**config.mk**
```make
export PLATFORM = sky130hd
export DESIGN_NAME = frw_sequencer
export DESIGN_NICKNAME = d
export VERILOG_FILES = /design/src/rtl/frw_pkg.sv /design/src/rtl/frw_unlock.sv /design/src/rtl/frw_sequencer.sv
export SDC_FILE = /design/constraint.sdc
export NUM_CORES = 1
export LEC_CHECK = 0
export BUFFER_PORTS_ARGS = -buffer_cell sky130_fd_sc_hd__buf_2
export CAP_MARGIN = 0
export CORE_AREA = 3 3 232 234
export DETAILED_ROUTE_END_ITERATION = 6
export DIE_AREA = 0 0 235 237
export PLACE_DENSITY_LB_ADDON = 0.15
export SLEW_MARGIN = 15
export SYNTH_ARGS = -nofsm -noshare
export SYNTH_HDL_FRONTEND = slang
export SYNTH_SLANG_ARGS = --single-unit
```
**constraint.sdc**
```tcl
create_clock -name mclk -period 2.65 [get_ports mclk]
set_clock_uncertainty 0.1 [all_clocks]
set_input_delay 0.1325 -clock mclk [delete_from_list [all_inputs] [get_ports mclk]]
set_output_delay 0.1325 -clock mclk [all_outputs]
set_load 0.01 [all_outputs]
```
**src/rtl/frw_pkg.sv**
```systemverilog
/*
  Package for the flash row write sequencer: sizes, unlock codes, reset
  values, timing constants, the FSM state type and the carrier structs.
  Assumes a single 100 MHz system clock and an asynchronous low reset.
*/
package frw_pkg;
    // ------------------------------------------------------------------
    // Geometry
    // ------------------------------------------------------------------
    localparam int BLOCK_BYTES = 64;
    localparam int BLOCK_WORDS = 32;
    localparam int IDX_W = 6;
    localparam int PTR_W = 22;
    localparam int ROW_W = PTR_W - IDX_W;
    localparam logic [7:0] HOLD_RESET = 8'hFF;
    // ------------------------------------------------------------------
    // Unlock codes
    // ------------------------------------------------------------------
    localparam logic [7:0] UNLOCK_FIRST = 8'h55;
    localparam logic [7:0] UNLOCK_SECOND = 8'hAA;
    // ------------------------------------------------------------------
    // Timing
    // ------------------------------------------------------------------
    localparam int CLK_MHZ = 100;
    localparam int WRITE_TIME_US = 2000;
    localparam int WRITE_CYCLES = WRITE_TIME_US * CLK_MHZ;
    localparam int CNT_W = 24;
    // ------------------------------------------------------------------
    // Types
    // ------------------------------------------------------------------
    typedef enum logic [2:0] {
        FRW_IDLE = 3'h1,
        FRW_WRITE = 3'h2,
        FRW_DONE = 3'h4
    } frw_state_e;

    typedef struct packed {
        logic program_memory_select;
        logic config_space_select;
        logic write_permit;
    } frw_ctrl_s;

    typedef struct packed {
        logic valid;
        logic [ROW_W-1:0] row;
        logic [IDX_W-1:0] index;
        logic [7:0] data;
    } frw_flash_byte_s;
endpackage

```
**src/rtl/frw_unlock.sv**
```systemverilog
/*
  Unlock tracker: watches writes to the unlock register and reports when
  the two codes arrived back to back in order. Any other register write
  or a start attempt clears the progress. Same clock as the core.
*/
`timescale 1ns/1ps
module frw_unlock (
    input wire logic mclk,
    input wire logic rst_b,
    input wire logic unlock_wr,
    input wire logic [7:0] unlock_data,
    input wire logic other_wr,
    input wire logic consume,
    output logic armed
);
    // ------------------------------------------------------------------
    // Sequence state
    // ------------------------------------------------------------------
    logic seen_first;
    logic next_seen_first;
    logic next_armed;

    // Any unrelated write breaks the sequence, so a stray store cannot arm
    always_comb begin
        next_seen_first = seen_first;
        next_armed = armed;
        if (consume || other_wr) begin
            next_seen_first = 1'b0;
            next_armed = 1'b0;
        end else if (unlock_wr) begin
            next_seen_first = (unlock_data == frw_pkg::UNLOCK_FIRST);
            next_armed = seen_first && (unlock_data == frw_pkg::UNLOCK_SECOND);
        end
    end

    always_ff @(posedge mclk or negedge rst_b) begin
        if (!rst_b) begin
            seen_first <= 1'b0;
            armed <= 1'b0;
        end else begin
            seen_first <= next_seen_first;
            armed <= next_armed;
        end
    end
endmodule

```
**src/rtl/frw_sequencer.sv**
```systemverilog
/*
  Flash row write sequencer top: 64 holding registers loaded by table
  writes, the memory control bits, the two-write unlock and the long
  write that streams the block into the flash array while the core is
  stalled. Assumes the core issues single-cycle strobes on mclk and the
  flash array accepts one byte per cycle during a long write.
*/
// Functional notes
// - Flash is programmed only as a whole 64-byte block, never one byte.
// - Sixty-four byte holding registers are filled by short table writes.
// - Setting write start begins the long write of the holding registers.
// - Instruction execution is stalled for the whole long write.
// - An on-chip timer, not software, ends the long write.
// - Holding registers read FFh after reset and after every write.
// - A holding register at FFh leaves its flash byte unchanged.
`timescale 1ns/1ps
module frw_sequencer #(
    parameter int WRITE_CYCLES = frw_pkg::WRITE_CYCLES
) (
    input wire logic mclk,
    input wire logic rst_b,
    input wire logic table_write_instr,
    input wire logic [7:0] table_latch,
    input wire logic [frw_pkg::PTR_W-1:0] table_pointer_reg,
    input wire logic ctrl_wr,
    input wire frw_pkg::frw_ctrl_s ctrl_wdata,
    input wire logic start_wr,
    input wire logic unlock_wr,
    input wire logic [7:0] unlock_data,
    output frw_pkg::frw_ctrl_s memory_control_reg,
    output logic write_busy,
    output logic cpu_stall,
    output logic write_done,
    output frw_pkg::frw_flash_byte_s flash_out
);
    // ------------------------------------------------------------------
    // Elaboration checks
    // ------------------------------------------------------------------
    if (WRITE_CYCLES < frw_pkg::BLOCK_BYTES + 1 ||
        WRITE_CYCLES >= (1 << frw_pkg::CNT_W)) begin : g_bad_time
        $error("WRITE_CYCLES out of range");
    end

    // ------------------------------------------------------------------
    // Declarations
    // ------------------------------------------------------------------
    localparam logic [frw_pkg::CNT_W-1:0] LAST_CNT =
        frw_pkg::CNT_W'(WRITE_CYCLES - 1);
    localparam logic [frw_pkg::CNT_W-1:0] LAST_BYTE =
        frw_pkg::CNT_W'(frw_pkg::BLOCK_BYTES - 1);

    logic [7:0] hold [frw_pkg::BLOCK_BYTES];
    logic [7:0] next_hold [frw_pkg::BLOCK_BYTES];
    frw_pkg::frw_state_e state;
    frw_pkg::frw_state_e next_state;
    logic [frw_pkg::CNT_W-1:0] cnt;
    logic [frw_pkg::CNT_W-1:0] next_cnt;
    logic [frw_pkg::ROW_W-1:0] row;
    logic [frw_pkg::ROW_W-1:0] next_row;
    frw_pkg::frw_ctrl_s next_ctrl;
    frw_pkg::frw_flash_byte_s next_flash;
    logic armed;
    logic start_ok;
    logic next_done;
    logic [frw_pkg::IDX_W-1:0] wr_idx;
    logic [frw_pkg::IDX_W-1:0] out_idx;

    // Byte index of a pointer: the low six bits
    function automatic logic [frw_pkg::IDX_W-1:0] byte_index(
        input logic [frw_pkg::PTR_W-1:0] p);
        byte_index = p[frw_pkg::IDX_W-1:0];
    endfunction

    // Block number of a pointer: everything above the byte index
    function automatic logic [frw_pkg::ROW_W-1:0] row_of(
        input logic [frw_pkg::PTR_W-1:0] p);
        row_of = p[frw_pkg::PTR_W-1:frw_pkg::IDX_W];
    endfunction

    // ------------------------------------------------------------------
    // Unlock sequence
    // ------------------------------------------------------------------
    frw_unlock u_unlock (
        .mclk(mclk),
        .rst_b(rst_b),
        .unlock_wr(unlock_wr),
        .unlock_data(unlock_data),
        .other_wr(ctrl_wr | table_write_instr),
        .consume(start_wr),
        .armed(armed)
    );

    // Start needs permit plus an unlock directly before it
    assign start_ok = start_wr && armed &&
        memory_control_reg.write_permit && (state == frw_pkg::FRW_IDLE);

    // ------------------------------------------------------------------
    // Control register
    // ------------------------------------------------------------------
    // Kept writable during a write; the stall keeps the core away anyway
    always_comb begin
        next_ctrl = memory_control_reg;
        if (ctrl_wr) begin
            next_ctrl = ctrl_wdata;
        end
    end

    always_ff @(posedge mclk or negedge rst_b) begin
        if (!rst_b) begin
            memory_control_reg <= '0;
        end else begin
            memory_control_reg <= next_ctrl;
        end
    end

    // ------------------------------------------------------------------
    // Holding registers
    // ------------------------------------------------------------------
    assign wr_idx = byte_index(table_pointer_reg);

    generate
        for (genvar i = 0; i < frw_pkg::BLOCK_BYTES; i++) begin : g_hold
            // Short write only touches this byte; end of write refills FFh
            always_comb begin
                next_hold[i] = hold[i];
                if (state == frw_pkg::FRW_DONE) begin
                    next_hold[i] = frw_pkg::HOLD_RESET;
                end else if (table_write_instr &&
                             state == frw_pkg::FRW_IDLE &&
                             wr_idx == frw_pkg::IDX_W'(i)) begin
                    next_hold[i] = table_latch;
                end
            end

            always_ff @(posedge mclk or negedge rst_b) begin
                if (!rst_b) begin
                    hold[i] <= frw_pkg::HOLD_RESET;
                end else begin
                    hold[i] <= next_hold[i];
                end
            end
        end
    endgenerate

    // ------------------------------------------------------------------
    // Long write sequencer
    // ------------------------------------------------------------------
    // Counter runs the whole write time; the first 64 cycles stream bytes
    always_comb begin
        next_state = state;
        next_cnt = cnt;
        next_row = row;
        next_done = 1'b0;
        case (state)
            frw_pkg::FRW_IDLE: begin
                next_cnt = '0;
                if (start_ok) begin
                    next_state = frw_pkg::FRW_WRITE;
                    next_row = row_of(table_pointer_reg);
                end
            end
            frw_pkg::FRW_WRITE: begin
                next_cnt = cnt + 1'b1;
                if (cnt == LAST_CNT) begin
                    next_state = frw_pkg::FRW_DONE;
                end
            end
            frw_pkg::FRW_DONE: begin
                next_state = frw_pkg::FRW_IDLE;
                next_done = 1'b1;
                next_cnt = '0;
            end
            default: begin
                next_state = frw_pkg::FRW_IDLE;
                next_cnt = '0;
            end
        endcase
    end

    always_ff @(posedge mclk or negedge rst_b) begin
        if (!rst_b) begin
            state <= frw_pkg::FRW_IDLE;
            cnt <= '0;
            row <= '0;
            write_done <= 1'b0;
        end else begin
            state <= next_state;
            cnt <= next_cnt;
            row <= next_row;
            write_done <= next_done;
        end
    end

    // Stall held across write and done so the core resumes after refill
    assign write_busy = (state != frw_pkg::FRW_IDLE);
    assign cpu_stall = write_busy;

    // ------------------------------------------------------------------
    // Flash byte stream
    // ------------------------------------------------------------------
    assign out_idx = cnt[frw_pkg::IDX_W-1:0];

    // All 64 bytes go out in every write; FFh bytes are skipped as no-ops
    always_comb begin
        next_flash = '0;
        if (state == frw_pkg::FRW_WRITE && cnt <= LAST_BYTE) begin
            next_flash.row = row;
            next_flash.index = out_idx;
            next_flash.data = hold[out_idx];
            next_flash.valid = (hold[out_idx] != frw_pkg::HOLD_RESET);
        end
    end

    always_ff @(posedge mclk or negedge rst_b) begin
        if (!rst_b) begin
            flash_out <= '0;
        end else begin
            flash_out <= next_flash;
        end
    end
endmodule

```
==> key figures, run 1 <==
Run status
  • Run status: finished, violations left
  • Failing checks: hold timing, setup timing

Detailed routing
  • DRT Pass-1 Iters: 6
  • DRT iter0 DRCs: 2511
  • Final ANT Viol Nets: 0
  • Total Wirelength: approximately 90000 um
  • Vias: 23900
  • Highest metal used: met5
  • Metal2 WL: 42000 um
  • Met3 WL: 8280 um
  • Vias/cell: about 6.2
  • DR WL/cell: about 23 um
  • Metal-1 WL: approximately 36000 um
  • # DRC: 0

Global route
  • Pin count of the biggest net entering global routing: slightly below 100
  • Grt ovf: 0
  • Vias in the first global route: between 20000 and 25000
  • Global-route wire length before repair: ~140000 um
  • Initial antenna violation count: 6
  • Total track usage: about a third

Placement
  • RePlAce Congestion: around 0.97
  • Pre-CTS setup slack: -378 ps
  • Total placed cells including tap cells: 3705
  • Port bufs: 83
  • Hpwl dp: 62000 um

Worst setup path
  • Setup CP Type: register to register
  • Critical path arrival: about 3300 ps
  • CP max stage cell: dfrtp_4
  • Crit end category: register
  • CP peak stage delay: 530 ps
  • Critical path required time: around 3000 ps
  • CP Max Fanout: 6
  • Critical Path Most Common Cell: buf_4
  • Reg2Reg Depth: 9
  • CP Cell Sequence: buf_4, mux4_2, mux2i_2, a221oi_2, buf_4, o221a_2, a31oi_1, or4_1, o41a_1
  • Startpoint class of the critical path: register

Synthesis
  • Yosys top cell by area: dfstp_2
  • Post-synthesis register bit count: slightly below 600
  • Mean Syn Cell Area: between 9 and 10 um2
  • Post-synth top flop: dfstp_2
  • Mapped Cells: just under 3000
  • Sequential area share after synthesis: a little over half
  • EDFF count, synth: 0
  • Top post-synthesis cells by area: dfstp_2, nand2_1, nand3_1
  • Xor-xnor portion of the synthesized cell area: less than 1%
  • Adder-cell share of the synthesized area: 0.0433%
  • Post-Syn Area: between 20000 and 30000 um2
  • Post-synth top cells: nand2_1, dfstp_2, nand3_1
  • Post-synthesis compound-gate area fraction: 1.95%
  • Largest family of logic cells by synthesized area: simple AND/OR/NAND/NOR gates
  • Synth cell types: 62
  • Syn. warnings: 0
  • Post-synthesis mux area share: between 10 and 15%
  • Simple-gate share of the synthesized area: about a quarter
  • Synth top area share: a little under half
  • Asr flop ratio synth: between 90% and 100%
  • Most frequent cell after synthesis: nand2_1
  • Synth Net Count: between 2000 and 3000

Power and ir drop
  • Leakage: around 15 nW
  • Pwr dens: between 700 and 800 nW/um2
  • Seq pwr share: around half
  • Switching Fraction: approximately a quarter
  • Clock power frac: approximately two fifths
  • Comb power frac: approximately 12%
  • Internal power: about 0.019 W
  • VDD IR max: between 0.0004 and 0.0005 V
  • Pwr Total: roughly 0.025 W
  • Switch Pwr: about 0.0063 W

Clock tree
  • CTS buffer count: 66
  • Root buf cell: clkbuf_16
  • H-tree Lvls: 3
  • Worst-path clk slew: roughly 60 ps
  • CTS tree: done
  • Worst-Skew Late Latency: about 600 ps
  • Max clock buf depth: 3
  • Clock Sinks: a little under 600

Final layout
  • Top Registers: hold (512), flash_out (31), cnt (24)
  • Register name with the most flops: hold
  • Layout net count: approximately 3200
  • Max reg flops: 512
  • Layout fillers: 4013
  • Share of cells above drive strength 1: between 30% and 40%
  • Layout overhead on the synthesized area: 18.3%
  • Final std cells w/o fill: about 3900

Worst hold path
  • Worst hold path class: primary input to register
  • WHS Path Cells: 4

Timing
  • Hold Fails Final Rpt: 3
  • Endpoints failing setup: 7
  • Minimum clock period: between 2000 and 3000 ps
  • Final critical-path share of the clock period: 112%
  • Max Transition Viols Final: 0
  • Setup ws final: -313 ps
  • RSZ-0062 raised after global routing: true
  • Max Fclk: approximately 340 MHz
  • Slew HR: 41.8%
  • Worst Tran Pin Value: 874 ps
  • Hold slack: -2.17 ps

Die
  • Row count: 84
  • Die Area: approximately 56000 um2
  • Die Span Y: between 200 and 250 um
  • Core area: about 52000 um2
  • # IOs: 84
  • Initial Util: a little under three fifths
  • Chip Width: around 240 um

Run
  • Max_cap viols: 0
kinds of logic (layout without fill, tap and decap cells):
group,Yosys count,in the layout
fa+ha+maj,1,1
simple gates,1766,1766
other cells,0,3
compound gates,77,77
xor+xnor,22,22
flops,592,592
mux,241,241
buf+inv,197,479
power by group through the flow:
stage          clock network [W]  logic [W]  registers [W]
6_report                 0.00960    0.00311         0.0125
5_1_grt                   0.0101    0.00346         0.0126
4_1_cts                  0.00975    0.00311         0.0124
3_5_place_dp                   0    0.00302         0.0125
3_3_place_gp                   0    0.00286         0.0125
2_1_floorplan                  0    0.00214         0.0121
per-stage QoR:
| stage | hold WS [ps] | area (um2) | TNS (ps) | utilization, % |
|---|---|---|---|---|
| after CTS | 5.89 | 34100 | -709 | 65.3 |
| after global placement | 39.3 | 31300 | -735 | 60.0 |
| after global routing | 31.4 | 34200 | -1610 | 65.5 |
| after floorplan | -263 | 28900 | 0 | - |
| after detailed placement | 31.3 | 31300 | -915 | 60.0 |
| final | -2.17 | 34200 | -812 | 65.5 |
path summary, 6_finish.rpt:
path | start | end | slack (ps)
max reg2reg | cnt[0] | flash_out[30] | -310
min reg2reg | row[10] | flash_out[24] | 380
max in group asynchronous | rst_b | memory_control_reg[2] | 1430
max | cnt[0] | flash_out[30] | -310
min | table_pointer_reg[1] | hold[290] | -2
min in group asynchronous | rst_b | flash_out[5] | 40
cells in the final DEF (no fill, tap or decap), types with 5 or more instances in the layout:
| cell type | netlist | layout |
|---|---|---|
| and3_1 | 8 | 8 |
| nand2_1 | 1057 | 1050 |
| o221ai_1 | 12 | 12 |
| nor4_1 | 8 | 7 |
| nor2_1 | 96 | 93 |
| nand2b_1 | 6 | 6 |
| mux4_1 | 39 | 38 |
| mux2_2 | 20 | 20 |
| buf_12 | 9 | 33 |
| nor3_1 | 25 | 23 |
| nand2_2 | 0 | 6 |
| dlygate4sd3_1 | 0 | 35 |
| dfstp_2 | 513 | 513 |
| dfrtp_1 | 79 | 75 |
| buf_6 | 9 | 6 |
| a31oi_1 | 5 | 5 |
| a21oi_1 | 13 | 13 |
| and2_1 | 29 | 29 |
| clkinv_2 | 0 | 14 |
| o22ai_1 | 10 | 9 |
| nand3_1 | 492 | 490 |
| mux2i_1 | 101 | 98 |
| mux4_2 | 81 | 82 |
| nand4_1 | 10 | 10 |
| bufinv_16 | 0 | 5 |
| clkbuf_16 | 0 | 73 |
| nor2b_1 | 12 | 12 |
| xnor2_1 | 6 | 6 |
| buf_2 | 15 | 82 |
| buf_4 | 6 | 200 |
| clkbuf_8 | 2 | 15 |
| clkbuf_1 | 141 | 7 |
| xor2_1 | 16 | 16 |
layout make-up:
| cell class | instances | area, um2 | share of cell area [%] |
|---|---|---|---|
| well taps | 688 | 861 | 2.52 |
| clock buffers | 95 | 2060 | 6.02 |
| diodes | 3 | 7.51 | 0.0220 |
| repair buffers | 358 | 3020 | 8.83 |
| flip-flops and latches | 592 | 15500 | 45.2 |
| clock inverters | 22 | 243 | 0.710 |
| multi-input cells | 2107 | 12500 | 36.6 |
| inverters | 4 | 15.0 | 0.0439 |
per-layer routing:
layer	vias up	GRT usage (%)
li1	10400	-
met1	12000	44.5
met2	1261	50.8
met3	258	6.53
met4	4	13.9
met5	-	0
worst max-delay path: cells and delay by family, from the launching register on:
kind	cells	cell delay, ps
AOI/OAI and AO/OA	4	890
DFF	1	530
and+or+nand+nor	1	530
muxes	2	430
buffers and inverters	2	350
repair_timing:
item / CTS / global route
setup buffers: 7 / 2
resized for setup: 23 / 14
pin swaps: 6 / 5
endpoints found under the hold margin: 253 / 0
hold buffers: 35 / 0
setup endpoints to repair: 9 / 202
(Power assumes the default switching activity.)
==> run 2: changes to the inputs <==
--- a/config.mk
+++ b/config.mk
@@ -7,9 +7,9 @@
 export LEC_CHECK = 0
 export BUFFER_PORTS_ARGS = -buffer_cell sky130_fd_sc_hd__buf_2
 export CAP_MARGIN = 0
-export CORE_AREA = 3 3 232 234
+export CORE_AREA = 3 3 344 346
 export DETAILED_ROUTE_END_ITERATION = 6
-export DIE_AREA = 0 0 235 237
+export DIE_AREA = 0 0 347 349
 export PLACE_DENSITY_LB_ADDON = 0.15
 export SLEW_MARGIN = 15
 export SYNTH_ARGS = -nofsm -noshare
==> run 2 against run 1 <==
The flow still finishes with violations (hold timing, setup timing). Setup slack worse by 90 ps. Critical endpoint unchanged. Clock power is 6% higher. Global-route usage is 15 points lower.
==> key figures, run 2 (synthesis results as in run 1) <==
Worst setup path
  • Critical path arrival: 3450 ps
  • Startpoint class of the critical path: register
  • R2R setup slack: -400 ps
  • Reg2reg start: cnt[0]
  • Crit end category: register
  • Setup CP Type: register to register
  • Reg2Reg Depth: 10
  • Worst R2R End: flash_out[30]
  • Critical path required time: ~3100 ps
  • CP Max Fanout: 6

Detailed routing
  • Final ANT Viol Nets: 0
  • # DRC: 0
  • DRT Pass-1 Iters: 5
  • Vias: 22900
  • Total Wirelength: roughly 110000 um
  • DRT iter0 DRCs: approximately 1900
  • Vias/cell: about 4.8
  • DR WL/cell: roughly 23 um

Clock tree
  • CTS tree: done
  • Clock Sinks: 592
  • Worst-Skew Late Latency: roughly 650 ps
  • Root buf cell: clkbuf_16
  • CTS buffer count: 74
  • Max clock buf depth: 3
  • Worst-path clk slew: approximately 60 ps
  • H-tree Lvls: 3

Timing
  • Max Fclk: between 300 and 400 MHz
  • Final critical-path share of the clock period: 115%
  • Minimum clock period: slightly above 3000 ps
  • Max Transition Viols Final: 0
  • Hold slack: -21.3 ps
  • Setup TNS: -523 ps
  • Endpoints failing setup: 3
  • Setup ws final: -402 ps
  • Worst Tran Pin Value: about 830 ps
  • Slew HR: between 40% and 50%
  • RSZ-0062 raised after global routing: true
  • Hold Fails Final Rpt: 7

Final layout
  • Most frequent cells in the layout: nand2_1, dfstp_2, nand3_1, buf_4, mux2i_1
  • Register name with the most flops: hold
  • Final std cells w/o fill: between 4000 and 5000
  • Share of cells above drive strength 1: between 30% and 40%
  • Most common cell after layout, fill and taps aside: nand2_1
  • Max reg flops: about 510
  • Top Registers: hold (512), flash_out (31), cnt (24)
  • Layout overhead on the synthesized area: 24.6%
  • Final core area utilization: 31.1%
  • Layout net count: 3217
  • Layout fillers: between 10000 and 15000

Worst hold path
  • HP Start: table_pointer_reg[1]
  • Worst hold path class: primary input to register
  • WHS Endpoint: hold[294]
  • WHS Path Cells: 4

Placement
  • RePlAce Congestion: around 0.82
  • Port bufs: slightly above 80
  • Pre-CTS setup slack: -660 ps
  • Total placed cells including tap cells: about 4600
  • Hpwl dp: ~74000 um

Die
  • Die Area: ~120000 um2
  • # IOs: 84
  • Core area: 116000 um2
  • Die Span Y: approximately 350 um
  • Chip Width: approximately 350 um
  • Row count: around 130
  • Initial Util: approximately 25%

Power and ir drop
  • Leakage: around 15 nW
  • Pwr dens: between 700 and 800 nW/um2
  • VDD IR max: around 0.00045 V

Run status
  • Run status: finished, violations left
  • Failing checks: hold timing, setup timing

Global route
  • Global-route wire length before repair: ~160000 um
  • Vias in the first global route: 23700
  • Pin count of the biggest net entering global routing: between 100 and 150
  • Grt ovf: 0
  • Initial antenna violation count: 5
  • Total track usage: between 10% and 20%

Run
  • Max_cap viols: 0
==> run 2: changes by cell type in the layout (fill, tap and decap cells not counted), sizes merged <==
cell,change
buf,+32
clkbuf,+21
bufinv,-4
clkinv,-2
diode,+2
bufbuf,+1
dlygate4sd3,-1
inv,+1
==> run 2: how the worst max path moves through the flow <==
stage                                to    from  depth (start not counted)
after floorplan           flash_out[30]  cnt[0]                         12
after global placement    flash_out[30]  cnt[0]                          9
after detailed placement  flash_out[30]  cnt[0]                          9
after CTS                 flash_out[30]  cnt[0]                         10
after global routing      flash_out[30]  cnt[0]                          9
final                     flash_out[30]  cnt[0]                         10
==> run 2: timing repair <==
item | 4_1_cts | 5_1_grt
endpoints found under the hold margin | 419 | 0
gates cloned | 2 | 0
pin swaps | 4 | 12
setup endpoints to repair | 29 | 62
buffers inserted | 9 | 8
resized for setup | 35 | 61
hold buffers | 34 | 0
==> run 2: worst max-delay path, cell delays in order, from the launching register on <==
cell and delay (ps):
dfrtp_4 500, buf_12 170, buf_12 150, mux4_2 330
mux2i_2 80, a221oi_2 380, buf_4 190, or2_4 110
a32oi_2 60, or4_4 530, o41a_1 310
==> run 2: through the flow <==
step | power (W) | area (um2)
final | 0.0258 | 36000
after global routing | 0.0271 | 36000
after CTS | 0.0262 | 35800
after detailed placement | 0.0157 | 32700
after global placement | 0.0157 | 32700
after floorplan | 0.0143 | 28900
==> run 2: final cells by class <==
class / instances / area (um2) / share of cell area [%]
Sequential cell: 592 / 15500 / 43.0
Multi-Input combinational cell: 2107 / 12600 / 35.1
Timing Repair Buffer: 390 / 3550 / 9.85
Clock buffer: 116 / 2310 / 6.40
Tap cell: 1524 / 1910 / 5.30
Clock inverter: 17 / 120 / 0.334
Inverter: 4 / 15.0 / 0.0417
Antenna cell: 5 / 12.5 / 0.0347
==> run 2: routing by layer <==
layer / vias up / global-route usage [%] / part of all wire [%]
li1: 10500 / - / -
met1: 11600 / 24.1 / 45
met2: 705 / 28.6 / 46
met3: 143 / 3.33 / 6.1
met4: 2 / 5.58 / 2.8
met5: - / 0 / 0.010
==> run 2: where the power goes <==
group          switching, W  internal (W)
logic               0.00164       0.00148
clock network       0.00413       0.00606
registers          0.000924        0.0116
total               0.00670        0.0191
